$ cat src/exposure_trigger_pkg.sv
package exposure_trigger_pkg;

  ////////////////////////////////////////////////////////////////////////////////
  // timing
  localparam int unsigned CLK_PERIOD_NS   = 100;
  localparam int unsigned US_NS           = 1000;
  localparam int unsigned CYC_PER_US      = (US_NS + CLK_PERIOD_NS - 1) / CLK_PERIOD_NS;
  localparam logic [3:0]  US_TICK_LAST    = 4'(CYC_PER_US - 1);

  ////////////////////////////////////////////////////////////////////////////////
  // register byte offsets
  localparam logic [7:0]  CTRL_OFS        = 8'h00;
  localparam logic [7:0]  EXP_RAW_OFS     = 8'h04;
  localparam logic [7:0]  EXP_BASE_OFS    = 8'h08;
  localparam logic [7:0]  EXP_ABS_OFS     = 8'h0c;
  localparam logic [7:0]  FRAME_PER_OFS   = 8'h10;
  localparam logic [7:0]  CMD_OFS         = 8'h14;
  localparam logic [7:0]  STATUS_OFS      = 8'h18;

  ////////////////////////////////////////////////////////////////////////////////
  // control, command and status field positions
  localparam int unsigned CTRL_LEGACY     = 0;
  localparam int unsigned CTRL_CONT       = 1;
  localparam int unsigned CTRL_AS_ON      = 2;
  localparam int unsigned CTRL_AS_LINE    = 3;
  localparam int unsigned CTRL_AS_FALL    = 4;
  localparam int unsigned CTRL_FS_ON      = 5;
  localparam int unsigned CTRL_FS_LINE    = 6;
  localparam int unsigned CTRL_FS_FALL    = 7;
  localparam int unsigned CTRL_RATE_EN    = 8;
  localparam int unsigned CTRL_W          = 9;
  localparam int unsigned CMD_START       = 0;
  localparam int unsigned CMD_STOP        = 1;
  localparam int unsigned CMD_AS_SW       = 2;
  localparam int unsigned CMD_FS_SW       = 3;
  localparam int unsigned STAT_CNT_LSB    = 16;

  ////////////////////////////////////////////////////////////////////////////////
  // widths, limits and reset values
  localparam int unsigned RAW_W           = 12;
  localparam int unsigned BASE_W          = 24;
  localparam logic [11:0] RAW_MIN         = 12'h001;
  localparam logic [11:0] RAW_MAX         = 12'hfff;
  localparam logic [8:0]  CTRL_RESET      = 9'h103;
  localparam logic [11:0] RAW_RESET       = 12'h001;
  localparam logic [23:0] BASE_RESET      = 24'h00_0014;
  localparam logic [31:0] FRAME_PER_RESET = 32'h0000_2710;
  localparam logic [5:0]  DIV_STEPS       = 6'h21;

  typedef enum logic [1:0] {
    ACQ_IDLE,
    ACQ_WAIT_AS,
    ACQ_WAIT_FS,
    ACQ_EXPOSE
  } acq_state_t;

  typedef struct packed {
    logic        pready;
    logic        pslverr;
    logic [31:0] prdata;
  } apb_out_t;

  typedef struct packed {
    logic exposure_active;
    logic frame_start_pulse;
    logic wait_acq_start;
    logic wait_frame_start;
  } acq_out_t;

  typedef struct packed {
    apb_out_t          bus;
    acq_out_t          acq;
    logic [CTRL_W-1:0] ctrl;
    logic [11:0]       raw;
    logic [23:0]       base;
    logic [31:0]       abs_us;
    logic [31:0]       period_us;
    logic              div_busy;
    logic [5:0]        div_cnt;
    logic [32:0]       div_num;
    logic [32:0]       div_rem;
    logic [32:0]       div_quo;
    logic [3:0]        us_cnt;
    logic              us_tick;
    logic              line_s1;
    logic              line_s2;
    logic              line_s3;
    acq_state_t        st;
    logic [31:0]       exp_left;
    logic [31:0]       since_us;
    logic [15:0]       frames;
  } state_t;

endpackage

$ cat src/exposure_trigger.sv
// Design decisions made here: the APB register port and the register addresses.
`timescale 1ns/1ps
module exposure_trigger (
  input  wire logic        pclk,
  input  wire logic        presetn,
  input  wire logic        psel,
  input  wire logic        penable,
  input  wire logic        pwrite,
  input  wire logic [7:0]  paddr,
  input  wire logic [31:0] pwdata,
  output logic             pready,
  output logic [31:0]      prdata,
  output logic             pslverr,
  input  wire logic        trigger_line,
  output logic             exposure_active,
  output logic             frame_start_pulse,
  output logic             wait_acq_start,
  output logic             wait_frame_start
);

  exposure_trigger_pkg::state_t s_reg;
  exposure_trigger_pkg::state_t s_next;

  ////////////////////////////////////////////////////////////////////////////////
  // helpers
  function automatic logic [11:0] clamp_raw(input logic [32:0] v);
    if (v < 33'(exposure_trigger_pkg::RAW_MIN)) begin
      clamp_raw = exposure_trigger_pkg::RAW_MIN;
    end else if (v > 33'(exposure_trigger_pkg::RAW_MAX)) begin
      clamp_raw = exposure_trigger_pkg::RAW_MAX;
    end else begin
      clamp_raw = v[11:0];
    end
  endfunction

  function automatic logic [31:0] mul_sat(input logic [11:0] r, input logic [23:0] b);
    logic [35:0] p;
    p = 36'(r) * 36'(b);
    if (p[35:32] != 4'h0) begin
      mul_sat = 32'hffff_ffff;
    end else begin
      mul_sat = p[31:0];
    end
  endfunction

  function automatic logic is_mapped(input logic [7:0] a);
    is_mapped = (a == exposure_trigger_pkg::CTRL_OFS) || (a == exposure_trigger_pkg::EXP_RAW_OFS) ||
                (a == exposure_trigger_pkg::EXP_BASE_OFS) || (a == exposure_trigger_pkg::EXP_ABS_OFS) ||
                (a == exposure_trigger_pkg::FRAME_PER_OFS) || (a == exposure_trigger_pkg::CMD_OFS) ||
                (a == exposure_trigger_pkg::STATUS_OFS);
  endfunction

  ////////////////////////////////////////////////////////////////////////////////
  // next state
  logic        setup;
  logic        access;
  logic [32:0] rem_sh;
  logic        cmd_start;
  logic        cmd_stop;
  logic        sw_as;
  logic        sw_fs;
  logic        rise;
  logic        fall;
  logic        fs_on;
  logic        fs_line;
  logic        fs_fall;
  logic        as_internal;
  logic        as_evt;
  logic        fs_ext_evt;
  logic        pace_ok;
  logic [11:0] new_raw;

  always_comb begin
    s_next      = s_reg;
    setup       = psel && !penable;
    access      = psel && penable && s_reg.bus.pready;
    rem_sh      = '0;
    new_raw     = '0;
    cmd_start   = 1'b0;
    cmd_stop    = 1'b0;
    sw_as       = 1'b0;
    sw_fs       = 1'b0;

    // microsecond enable
    s_next.us_tick = 1'b0;
    if (s_reg.us_cnt == exposure_trigger_pkg::US_TICK_LAST) begin
      s_next.us_cnt  = 4'h0;
      s_next.us_tick = 1'b1;
    end else begin
      s_next.us_cnt = s_reg.us_cnt + 4'h1;
    end

    // trigger line synchroniser and edge detect
    s_next.line_s1 = trigger_line;
    s_next.line_s2 = s_reg.line_s1;
    s_next.line_s3 = s_reg.line_s2;
    rise = s_reg.line_s2 && !s_reg.line_s3;
    fall = !s_reg.line_s2 && s_reg.line_s3;

    // rounding divider: (abs + base/2) / base
    // quotient is complete in the cycle that ready stands
    if (s_reg.div_busy) begin
      rem_sh         = {s_reg.div_rem[31:0], s_reg.div_num[32]};
      s_next.div_num = {s_reg.div_num[31:0], 1'b0};
      if (rem_sh >= 33'(s_reg.base)) begin
        s_next.div_rem = rem_sh - 33'(s_reg.base);
        s_next.div_quo = {s_reg.div_quo[31:0], 1'b1};
      end else begin
        s_next.div_rem = rem_sh;
        s_next.div_quo = {s_reg.div_quo[31:0], 1'b0};
      end
      s_next.div_cnt = s_reg.div_cnt - 6'h01;
      if (s_reg.div_cnt == 6'h01) begin
        s_next.div_busy   = 1'b0;
        s_next.bus.pready = 1'b1;
      end
    end

    ////////////////////////////////////////////////////////////////////////////
    // apb setup phase
    if (setup) begin
      s_next.bus.pslverr = !is_mapped(paddr);
      s_next.bus.prdata  = 32'h0000_0000;
      s_next.bus.pready  = 1'b1;
      if (pwrite && paddr == exposure_trigger_pkg::EXP_ABS_OFS) begin
        s_next.bus.pready = 1'b0;
        s_next.div_busy   = 1'b1;
        s_next.div_cnt    = exposure_trigger_pkg::DIV_STEPS;
        s_next.div_num    = 33'(pwdata) + 33'(s_reg.base[23:1]);
        s_next.div_rem    = '0;
        s_next.div_quo    = '0;
      end
      if (!pwrite) begin
        unique case (paddr)
          exposure_trigger_pkg::CTRL_OFS:      s_next.bus.prdata = 32'(s_reg.ctrl);
          exposure_trigger_pkg::EXP_RAW_OFS:   s_next.bus.prdata = 32'(s_reg.raw);
          exposure_trigger_pkg::EXP_BASE_OFS:  s_next.bus.prdata = 32'(s_reg.base);
          exposure_trigger_pkg::EXP_ABS_OFS:   s_next.bus.prdata = s_reg.abs_us;
          exposure_trigger_pkg::FRAME_PER_OFS: s_next.bus.prdata = s_reg.period_us;
          exposure_trigger_pkg::STATUS_OFS:    s_next.bus.prdata = {s_reg.frames, 12'h000, s_reg.acq.exposure_active,
                                                 s_reg.st != exposure_trigger_pkg::ACQ_IDLE,
                                                 s_reg.acq.wait_frame_start, s_reg.acq.wait_acq_start};
          default:                             s_next.bus.prdata = 32'h0000_0000;
        endcase
      end
    end

    ////////////////////////////////////////////////////////////////////////////
    // apb access phase, write commits here
    if (access) begin
      s_next.bus.pready = 1'b0;
      // error flag and read data stand only with their own ready
      s_next.bus.pslverr = 1'b0;
      s_next.bus.prdata  = 32'h0000_0000;
      if (pwrite) begin
        unique case (paddr)
          exposure_trigger_pkg::CTRL_OFS: begin
            s_next.ctrl = pwdata[exposure_trigger_pkg::CTRL_W-1:0];
          end
          exposure_trigger_pkg::EXP_RAW_OFS: begin
            new_raw       = clamp_raw(33'(pwdata));
            s_next.raw    = new_raw;
            s_next.abs_us = mul_sat(new_raw, s_reg.base);
          end
          exposure_trigger_pkg::EXP_BASE_OFS: begin
            s_next.base   = (pwdata[23:0] == 24'h00_0000) ? 24'h00_0001 : pwdata[23:0];
            s_next.abs_us = mul_sat(s_reg.raw, s_next.base);
          end
          exposure_trigger_pkg::EXP_ABS_OFS: begin
            new_raw       = clamp_raw(s_reg.div_quo);
            s_next.raw    = new_raw;
            s_next.abs_us = mul_sat(new_raw, s_reg.base);
          end
          exposure_trigger_pkg::FRAME_PER_OFS: begin
            s_next.period_us = pwdata;
          end
          exposure_trigger_pkg::CMD_OFS: begin
            cmd_start = pwdata[exposure_trigger_pkg::CMD_START];
            cmd_stop  = pwdata[exposure_trigger_pkg::CMD_STOP];
            sw_as     = pwdata[exposure_trigger_pkg::CMD_AS_SW];
            sw_fs     = pwdata[exposure_trigger_pkg::CMD_FS_SW];
          end
          default: begin
          end
        endcase
      end
    end

    ////////////////////////////////////////////////////////////////////////////
    // trigger selection
    if (s_reg.ctrl[exposure_trigger_pkg::CTRL_LEGACY]) begin
      fs_on   = s_reg.ctrl[exposure_trigger_pkg::CTRL_AS_ON];
      fs_line = s_reg.ctrl[exposure_trigger_pkg::CTRL_AS_LINE];
      fs_fall = s_reg.ctrl[exposure_trigger_pkg::CTRL_AS_FALL];
      sw_fs   = sw_fs || sw_as;
      as_internal = 1'b1;
    end else begin
      fs_on   = s_reg.ctrl[exposure_trigger_pkg::CTRL_FS_ON];
      fs_line = s_reg.ctrl[exposure_trigger_pkg::CTRL_FS_LINE];
      fs_fall = s_reg.ctrl[exposure_trigger_pkg::CTRL_FS_FALL];
      as_internal = !s_reg.ctrl[exposure_trigger_pkg::CTRL_AS_ON];
    end
    as_evt = s_reg.ctrl[exposure_trigger_pkg::CTRL_AS_LINE] ?
             (s_reg.ctrl[exposure_trigger_pkg::CTRL_AS_FALL] ? fall : rise) : sw_as;
    fs_ext_evt = fs_line ? (fs_fall ? fall : rise) : sw_fs;
    pace_ok = !s_reg.ctrl[exposure_trigger_pkg::CTRL_RATE_EN] || (s_reg.since_us >= s_reg.period_us);

    if (s_reg.us_tick && s_reg.since_us != 32'hffff_ffff) begin
      s_next.since_us = s_reg.since_us + 32'h0000_0001;
    end

    ////////////////////////////////////////////////////////////////////////////
    // acquisition sequencer
    s_next.acq.frame_start_pulse = 1'b0;
    unique case (s_reg.st)
      exposure_trigger_pkg::ACQ_IDLE: begin
        if (cmd_start) begin
          s_next.st = as_internal ? exposure_trigger_pkg::ACQ_WAIT_FS : exposure_trigger_pkg::ACQ_WAIT_AS;
        end
      end
      exposure_trigger_pkg::ACQ_WAIT_AS: begin
        if (as_evt) begin
          s_next.st = exposure_trigger_pkg::ACQ_WAIT_FS;
        end
      end
      exposure_trigger_pkg::ACQ_WAIT_FS: begin
        if (fs_on ? fs_ext_evt : pace_ok) begin
          s_next.st                    = exposure_trigger_pkg::ACQ_EXPOSE;
          s_next.exp_left              = s_reg.abs_us;
          s_next.since_us              = 32'h0000_0000;
          s_next.frames                = s_reg.frames + 16'h0001;
          s_next.acq.frame_start_pulse = 1'b1;
        end
      end
      exposure_trigger_pkg::ACQ_EXPOSE: begin
        if (s_reg.us_tick) begin
          s_next.exp_left = s_reg.exp_left - 32'h0000_0001;
          if (s_reg.exp_left <= 32'h0000_0001) begin
            if (!s_reg.ctrl[exposure_trigger_pkg::CTRL_CONT]) begin
              s_next.st = exposure_trigger_pkg::ACQ_IDLE;
            end else begin
              s_next.st = as_internal ? exposure_trigger_pkg::ACQ_WAIT_FS : exposure_trigger_pkg::ACQ_WAIT_AS;
            end
          end
        end
      end
    endcase
    // stop wins over any transition
    if (cmd_stop) begin
      s_next.st = exposure_trigger_pkg::ACQ_IDLE;
    end
    s_next.acq.exposure_active  = (s_next.st == exposure_trigger_pkg::ACQ_EXPOSE);
    s_next.acq.wait_acq_start   = (s_next.st == exposure_trigger_pkg::ACQ_WAIT_AS);
    s_next.acq.wait_frame_start = (s_next.st == exposure_trigger_pkg::ACQ_WAIT_FS);
  end

  ////////////////////////////////////////////////////////////////////////////////
  // state register
  always_ff @(posedge pclk or negedge presetn) begin
    if (!presetn) begin
      s_reg           <= '0;
      s_reg.st        <= exposure_trigger_pkg::ACQ_IDLE;
      s_reg.ctrl      <= exposure_trigger_pkg::CTRL_RESET;
      s_reg.raw       <= exposure_trigger_pkg::RAW_RESET;
      s_reg.base      <= exposure_trigger_pkg::BASE_RESET;
      s_reg.abs_us    <= 32'(exposure_trigger_pkg::BASE_RESET);
      s_reg.period_us <= exposure_trigger_pkg::FRAME_PER_RESET;
    end else begin
      s_reg <= s_next;
    end
  end

  ////////////////////////////////////////////////////////////////////////////////
  // outputs
  assign pready            = s_reg.bus.pready;
  assign prdata            = s_reg.bus.prdata;
  assign pslverr           = s_reg.bus.pslverr;
  assign exposure_active   = s_reg.acq.exposure_active;
  assign frame_start_pulse = s_reg.acq.frame_start_pulse;
  assign wait_acq_start    = s_reg.acq.wait_acq_start;
  assign wait_frame_start  = s_reg.acq.wait_frame_start;

endmodule

$ cat config.mk
export PLATFORM = sky130hd
export DESIGN_NAME = exposure_trigger
export DESIGN_NICKNAME = d
export VERILOG_FILES = /design/src/exposure_trigger_pkg.sv /design/src/exposure_trigger.sv
export SDC_FILE = /design/constraint.sdc
export NUM_CORES = 2
export LEC_CHECK = 0
export ABC_CLOCK_PERIOD_IN_PS = 9100
export BUFFER_PORTS_ARGS = -buffer_cell sky130_fd_sc_hd__buf_2
export CORE_ASPECT_RATIO = 1.1
export CORE_MARGIN = 8
export CORE_UTILIZATION = 65
export CTS_CLUSTER_SIZE = 8
export DETAILED_ROUTE_END_ITERATION = 10
export HOLD_SLACK_MARGIN = 0.05
export PLACE_DENSITY = 0.89
export SLEW_MARGIN = 20
export SYNTH_ARGS = -nofsm -noshare
export SYNTH_HDL_FRONTEND = slang
export SYNTH_SLANG_ARGS = --single-unit
export TNS_END_PERCENT = 1
$ cat constraint.sdc
create_clock -name pclk -period 9.1 [get_ports pclk]
set_input_delay 1.365 -clock pclk [delete_from_list [all_inputs] [get_ports pclk]]
set_output_delay 1.365 -clock pclk [all_outputs]
set_load 0.02 [all_outputs]
======== Word-level counts from Yosys, hierarchy flattened ========
Index checks and enable logic that the tools add are counted.
cells by class
  mux-type cells .......................... 66
  magnitude comparators ................... 7
  add/sub/neg operators ................... 7
  equal/unequal tests ..................... 17
  reduce and logical (&&, ||, !) cells .... 42
  multiply operators ...................... 3
operator list
  kind                                                  count
  two-way mux 106 bit                                   3
  case mux 32 bit (6 select lines)                      1
  two-way mux 32 bit                                    5
  two-way mux 12 bit                                    10
  multiplier 12 x 24 -> 36 bit                          3
  two-way mux 34 bit                                    3
  case mux 32 bit (3 select lines)                      1
  two-way mux 82 bit                                    1
  two-way mux 66 bit                                    1
  case mux 32 bit (2 select lines)                      1
  two-way mux 48 bit                                    1
  adder 32 x 23 -> 33 bit                               1
  greater-or-equal comparator 33 x 24 -> 1 bit          1
  > comparator 33 x 12 -> 1 bit, second input constant  1
  < comparator 33 x 1 -> 1 bit, second input constant   1
  subtractor 33 x 24 -> 33 bit                          1
  adder 32 x 1 -> 32 bit, second input constant         1
  greater-or-equal comparator 32 bit                    1
  > comparator 32 x 12 -> 1 bit, second input constant  1
  <= comparator 32 x 1 -> 1 bit, second input constant  1
  < comparator 32 x 1 -> 1 bit, second input constant   1
  != test 32 bit, second input constant                 1
  subtractor 32 x 1 -> 32 bit, second input constant    1
  two-way mux 1 bit                                     29
  27 further kinds                                      71
storage, ports and cells
  bits in registers ....................... 343
  input bits .............................. 46
  output and inout bits ................... 38

======== Longest topological paths before layout ========
  depth after elaboration ................. 12
  depth in mapped cells ................... 31

======== Least setup slack after synthesis ========
No wires, ideal clock.
  path type ............................... input-to-reg
  start ................................... in pwdata[16]
  end ..................................... reg s_reg[253] (netlist bit)
  arrival ................................. 7801 ps
  required time ........................... 8964 ps
  cell stages on the path ................. 27
  setup slack ............................. 1163 ps
  path through ............................ nor4_1 -> and3_1 -> nand3_1 -> clkbuf_1 -> nor2_1 -> clkbuf_1 -> nor2_1 -> fa_1 -> inv_1 -> fa_1 -> fa_1 -> fa_1 -> inv_1 -> fa_1 -> ha_1 -> clkbuf_1 -> a21o_1 -> a21o_1 -> or3_1 -> a211o_1 -> a31oi_1 -> o221ai_1 -> xnor2_1 -> nand4_1 -> clkbuf_1 -> o221ai_1 -> o211ai_1
between the ends
  longest elaborated chain between the ends .. 10
  elaborated cells on any way between the ends .. 16
  those cells by class .................... mul: 2; order compare: 2; mux: 9; reduce/logical: 3
RTL lines
  what                                RTL line                 text
  start, declared                     exposure_trigger.sv:10   input wire logic [31:0] pwdata,
  > comparator 32 x 12 -> 1 bit       exposure_trigger.sv:29   end else if (v > 33'(exposure_trigger_pkg::RAW_MAX)) begin
  two-way mux 12 bit                  exposure_trigger.sv:29
  two-way mux 12 bit                  exposure_trigger.sv:27   if (v < 33'(exposure_trigger_pkg::RAW_MIN)) begin
  two-way mux 12 bit                  exposure_trigger.sv:156  unique case (paddr)
  two-way mux 12 bit                  exposure_trigger.sv:155  if (pwrite) begin
  two-way mux 12 bit                  exposure_trigger.sv:150  if (access) begin
  multiplier 12 x 24 -> 36 bit        exposure_trigger.sv:38   p = 36'(r) * 36'(b);
  nonzero test 4 bit                  exposure_trigger.sv:39   if (p[35:32] != 4'h0) begin
  two-way mux 32 bit                  exposure_trigger.sv:39
  case mux 32 bit (3 select lines) *  exposure_trigger.sv:156
  end signal, assigned                exposure_trigger.sv:269  s_reg <= s_next;
  end, declared                       exposure_trigger.sv:21   exposure_trigger_pkg::state_t s_reg;
Every way passes the cells marked *; elsewhere a longest branch is shown, timed or not. The select of a mux whose other input is x is not followed.
A chain may end at the register's enable or synchronous reset.

======== Final worst setup path ========
  start ................................... reg s_reg[120] (netlist bit)
  end ..................................... reg s_reg[259] (netlist bit)
between the ends
  longest elaborated chain between the ends .. 10
  elaborated cells on any way between the ends .. 11
  those cells by class .................... mul: 1; order compare: 2; mux: 7; reduce/logical: 1
RTL lines
  what                                RTL line
  > comparator 33 x 12 -> 1 bit       exposure_trigger.sv:29
  two-way mux 12 bit                  exposure_trigger.sv:29
  two-way mux 12 bit *                exposure_trigger.sv:27
  two-way mux 12 bit *                exposure_trigger.sv:156
  two-way mux 12 bit *                exposure_trigger.sv:155
  two-way mux 12 bit *                exposure_trigger.sv:150
  multiplier 12 x 24 -> 36 bit *      exposure_trigger.sv:38
  nonzero test 4 bit                  exposure_trigger.sv:39
  two-way mux 32 bit *                exposure_trigger.sv:39
  case mux 32 bit (3 select lines) *  exposure_trigger.sv:156
Marks and branches as above.

==> metrics.cfg <==
[logic_synthesis]
synth_common_cells = 835 x nand2_1, 801 x inv_1, 662 x fa_1, 339 x nor2_1, 329 x dfrtp_1
synth_cells = 5480
synth_flop_cell = dfrtp_1
synth_top_area_share_pct = 28.1
synth_area_leaders = fa_1 28%, dfrtp_1 17%, ha_1 8.1%
synth_edf_count = 0
yosysWarnings = 0
synthesis.area_sq_mm = 0.0472
async_flop_share_pct = 100
syn_nets = 6495
synth_cell_types = 82
synthMostInstantiatedCell = nand2_1
yosysSeqAreaShare_pct = 18.1
yosys.area.top_type = fa_1
syn_avg_cell_area_sq_um = 8.62
synth_seq_cells = 342

[global_routing]
overflow = 0
grt_max_degree = 153
antenna_found_initial = 12
grt_pass1_vias = 42200
grtUsageTotal_pct = 36.1
grt_pass1_wl_mm = 233

[timing]
skew_ps = 41.9
period_needed_ps = 8810
relSlewSlack_pct = 26.4
worst_pin_slew_ps = 1100
fmax_mhz = 113
slew_viol_final = 0
finalCritPeriodShare_pct = 96.8
rsz0062_at_grt = no
holdWs_ps = 376
hold_violations = 0
tns_ps = 0
finalSetupViolations = 0

[power_and_ir_drop]
pwr_density_cell_mw_per_mm2 = 120
ir_worst_vdd_v = 0.000152
p_leak_nw = 23.9

[drt]
routed_via_density = 6.52
ant_nets = 0
vias = 41400
dr.first_iter.drc_count = 4874
avgRoutedWirePerCell_um = 23.1
drc = 0
finalWirelength_mm = 147
dr.pass1.iters = 10

[setup_path]
path_class = reg -> reg
path_max_fanout = 24
start_kind = register
critPathRequiredTime_ps = 9570
end_kind = register
cp.arrival_ps = 9280

[die]
core_sq_mm = 0.0719
die_y_um = 299
dieWidth_um = 273
row_count = 103
dieArea_sq_mm = 0.0816
start_util_pct = 65.7
num_io_pins = 84

[clocking]
path_clk_slew_ps = 60
clockRootBuffer = clkbuf_16
cts_buffers = 49
cts_resized = 0
cts_tree = done
cts_buffer_depth = 3
insertion_delay_ps = 620
holdBufCountCts = 0
cts_setup_buffers = 0
cts_sinks = 342
htreeDepth = 2

[cells_and_area]
design_area_sq_mm = 0.0497
fin_util_pct = 69.1
layoutNonFillerInstCount = 6350
area_growth_syn_to_layout_pct = 5.25
largest_reg_flops = 302
seqCellArea_sq_mm = 0.00858
drive_gt1_share_pct = 6.16
multi_input_area_sq_mm = 0.0343
fillers = 5265
finalNetCount = 6375

[place]
gp_congestion = 1.01
portBuffers = 83
placed_cell_area_sq_mm = 0.0482
dp.cells = 6254
dp_hpwl_mm = 110

[run_status]
status = finished clean

[flow_run]
maxCapViolCount = 0

[hold_path]
hp-class = reg -> reg

-- report_power, final --
group / switching (mW) / internal, mW
clock: 0.737 / 1.04
sequential: 0.285 / 1.75
combinational: 1.34 / 0.822
-- cell usage in the layout (no fill, tap or decap), types with 88 or more instances in the layout --
cell      netlist  routed
dfrtp_1       329     328
xnor2_1       111     111
o21ai_0       213     213
and2_1        171     171
fa_1          662     662
buf_4          32     101
inv_1         801     800
ha_1          307     307
a21oi_1       228     228
o221ai_1       88      88
nand2_1       835     834
nor2_1        339     338
-- metrics by stage --
stage / setup slack (ps) / power [mW]
finish: 287 / 5.97
global route: 25.6 / 6.27
detailed placement: 446 / 4.13
CTS: 186 / 5.92
floorplan: 1160 / 3.54
global placement: 540 / 4.05
-- critical path: stages, from the launching register on --
cell and delay, ps:
dfrtp_1 400, nor4_1 390, nand2_1 270, nor3_1 280, buf_4 250, nand2b_1 410, buf_4 370, nand2_1 110
fa_1 450, fa_1 520, inv_1 60, fa_1 460, fa_1 530, inv_1 60, fa_1 500, inv_1 50
ha_1 370, a21oi_1 270, o21ai_0 210, a21oi_1 410, a21oi_1 190, o41ai_1 330, xnor2_1 100, a2111oi_0 420
buf_4 210, nand2_2 360, a221oi_1 560, a21oi_1 130
-- final timing paths --
kind                            start    endpoint  slack (ps)  cells past startpoint
setup / recovery           s_reg[120]  s_reg[259]         290                     27
hold / removal             s_next[83]  s_next[82]         380                      0
setup reg to reg           s_reg[120]  s_reg[259]         290                     27
min in group asynchronous     presetn  s_reg[193]         840                      1
hold reg to reg            s_next[83]  s_next[82]         380                      0
max in group asynchronous     presetn    s_reg[8]        6680                      2
-- kinds of logic after synthesis --
family                     share of synthesized area, %
xor gates and xnor gates                           3.26
and+or+nand+nor                                    17.1
AOI/OAI and AO/OA                                  13.2
buffers and inverters                              9.53
DFF                                                18.1
adders and majority gates                          36.2
muxes                                              2.57
-- metal layers --
metal  GRT usage [%]  up-vias  share of wire (%)
met2            55.6     2810                 44
met4            28.0        2                9.8
met5               0        -             0.0082
li1                -    17600                  -
met3            8.64      773                 12
met1            43.4    20200                 34
-- cell type report --
cell class                      count  share of cell area [%]
Inverter                          803                    6.06
Sequential cell                   342                    17.3
Multi-Input combinational cell   3977                    68.9
Antenna cell                       12                  0.0604
Clock buffer                       80                    2.72
Timing Repair Buffer              187                    2.48
Clock inverter                      4                   0.151
Tap cell                          945                    2.38
Power figures use the tool's default switching activity.
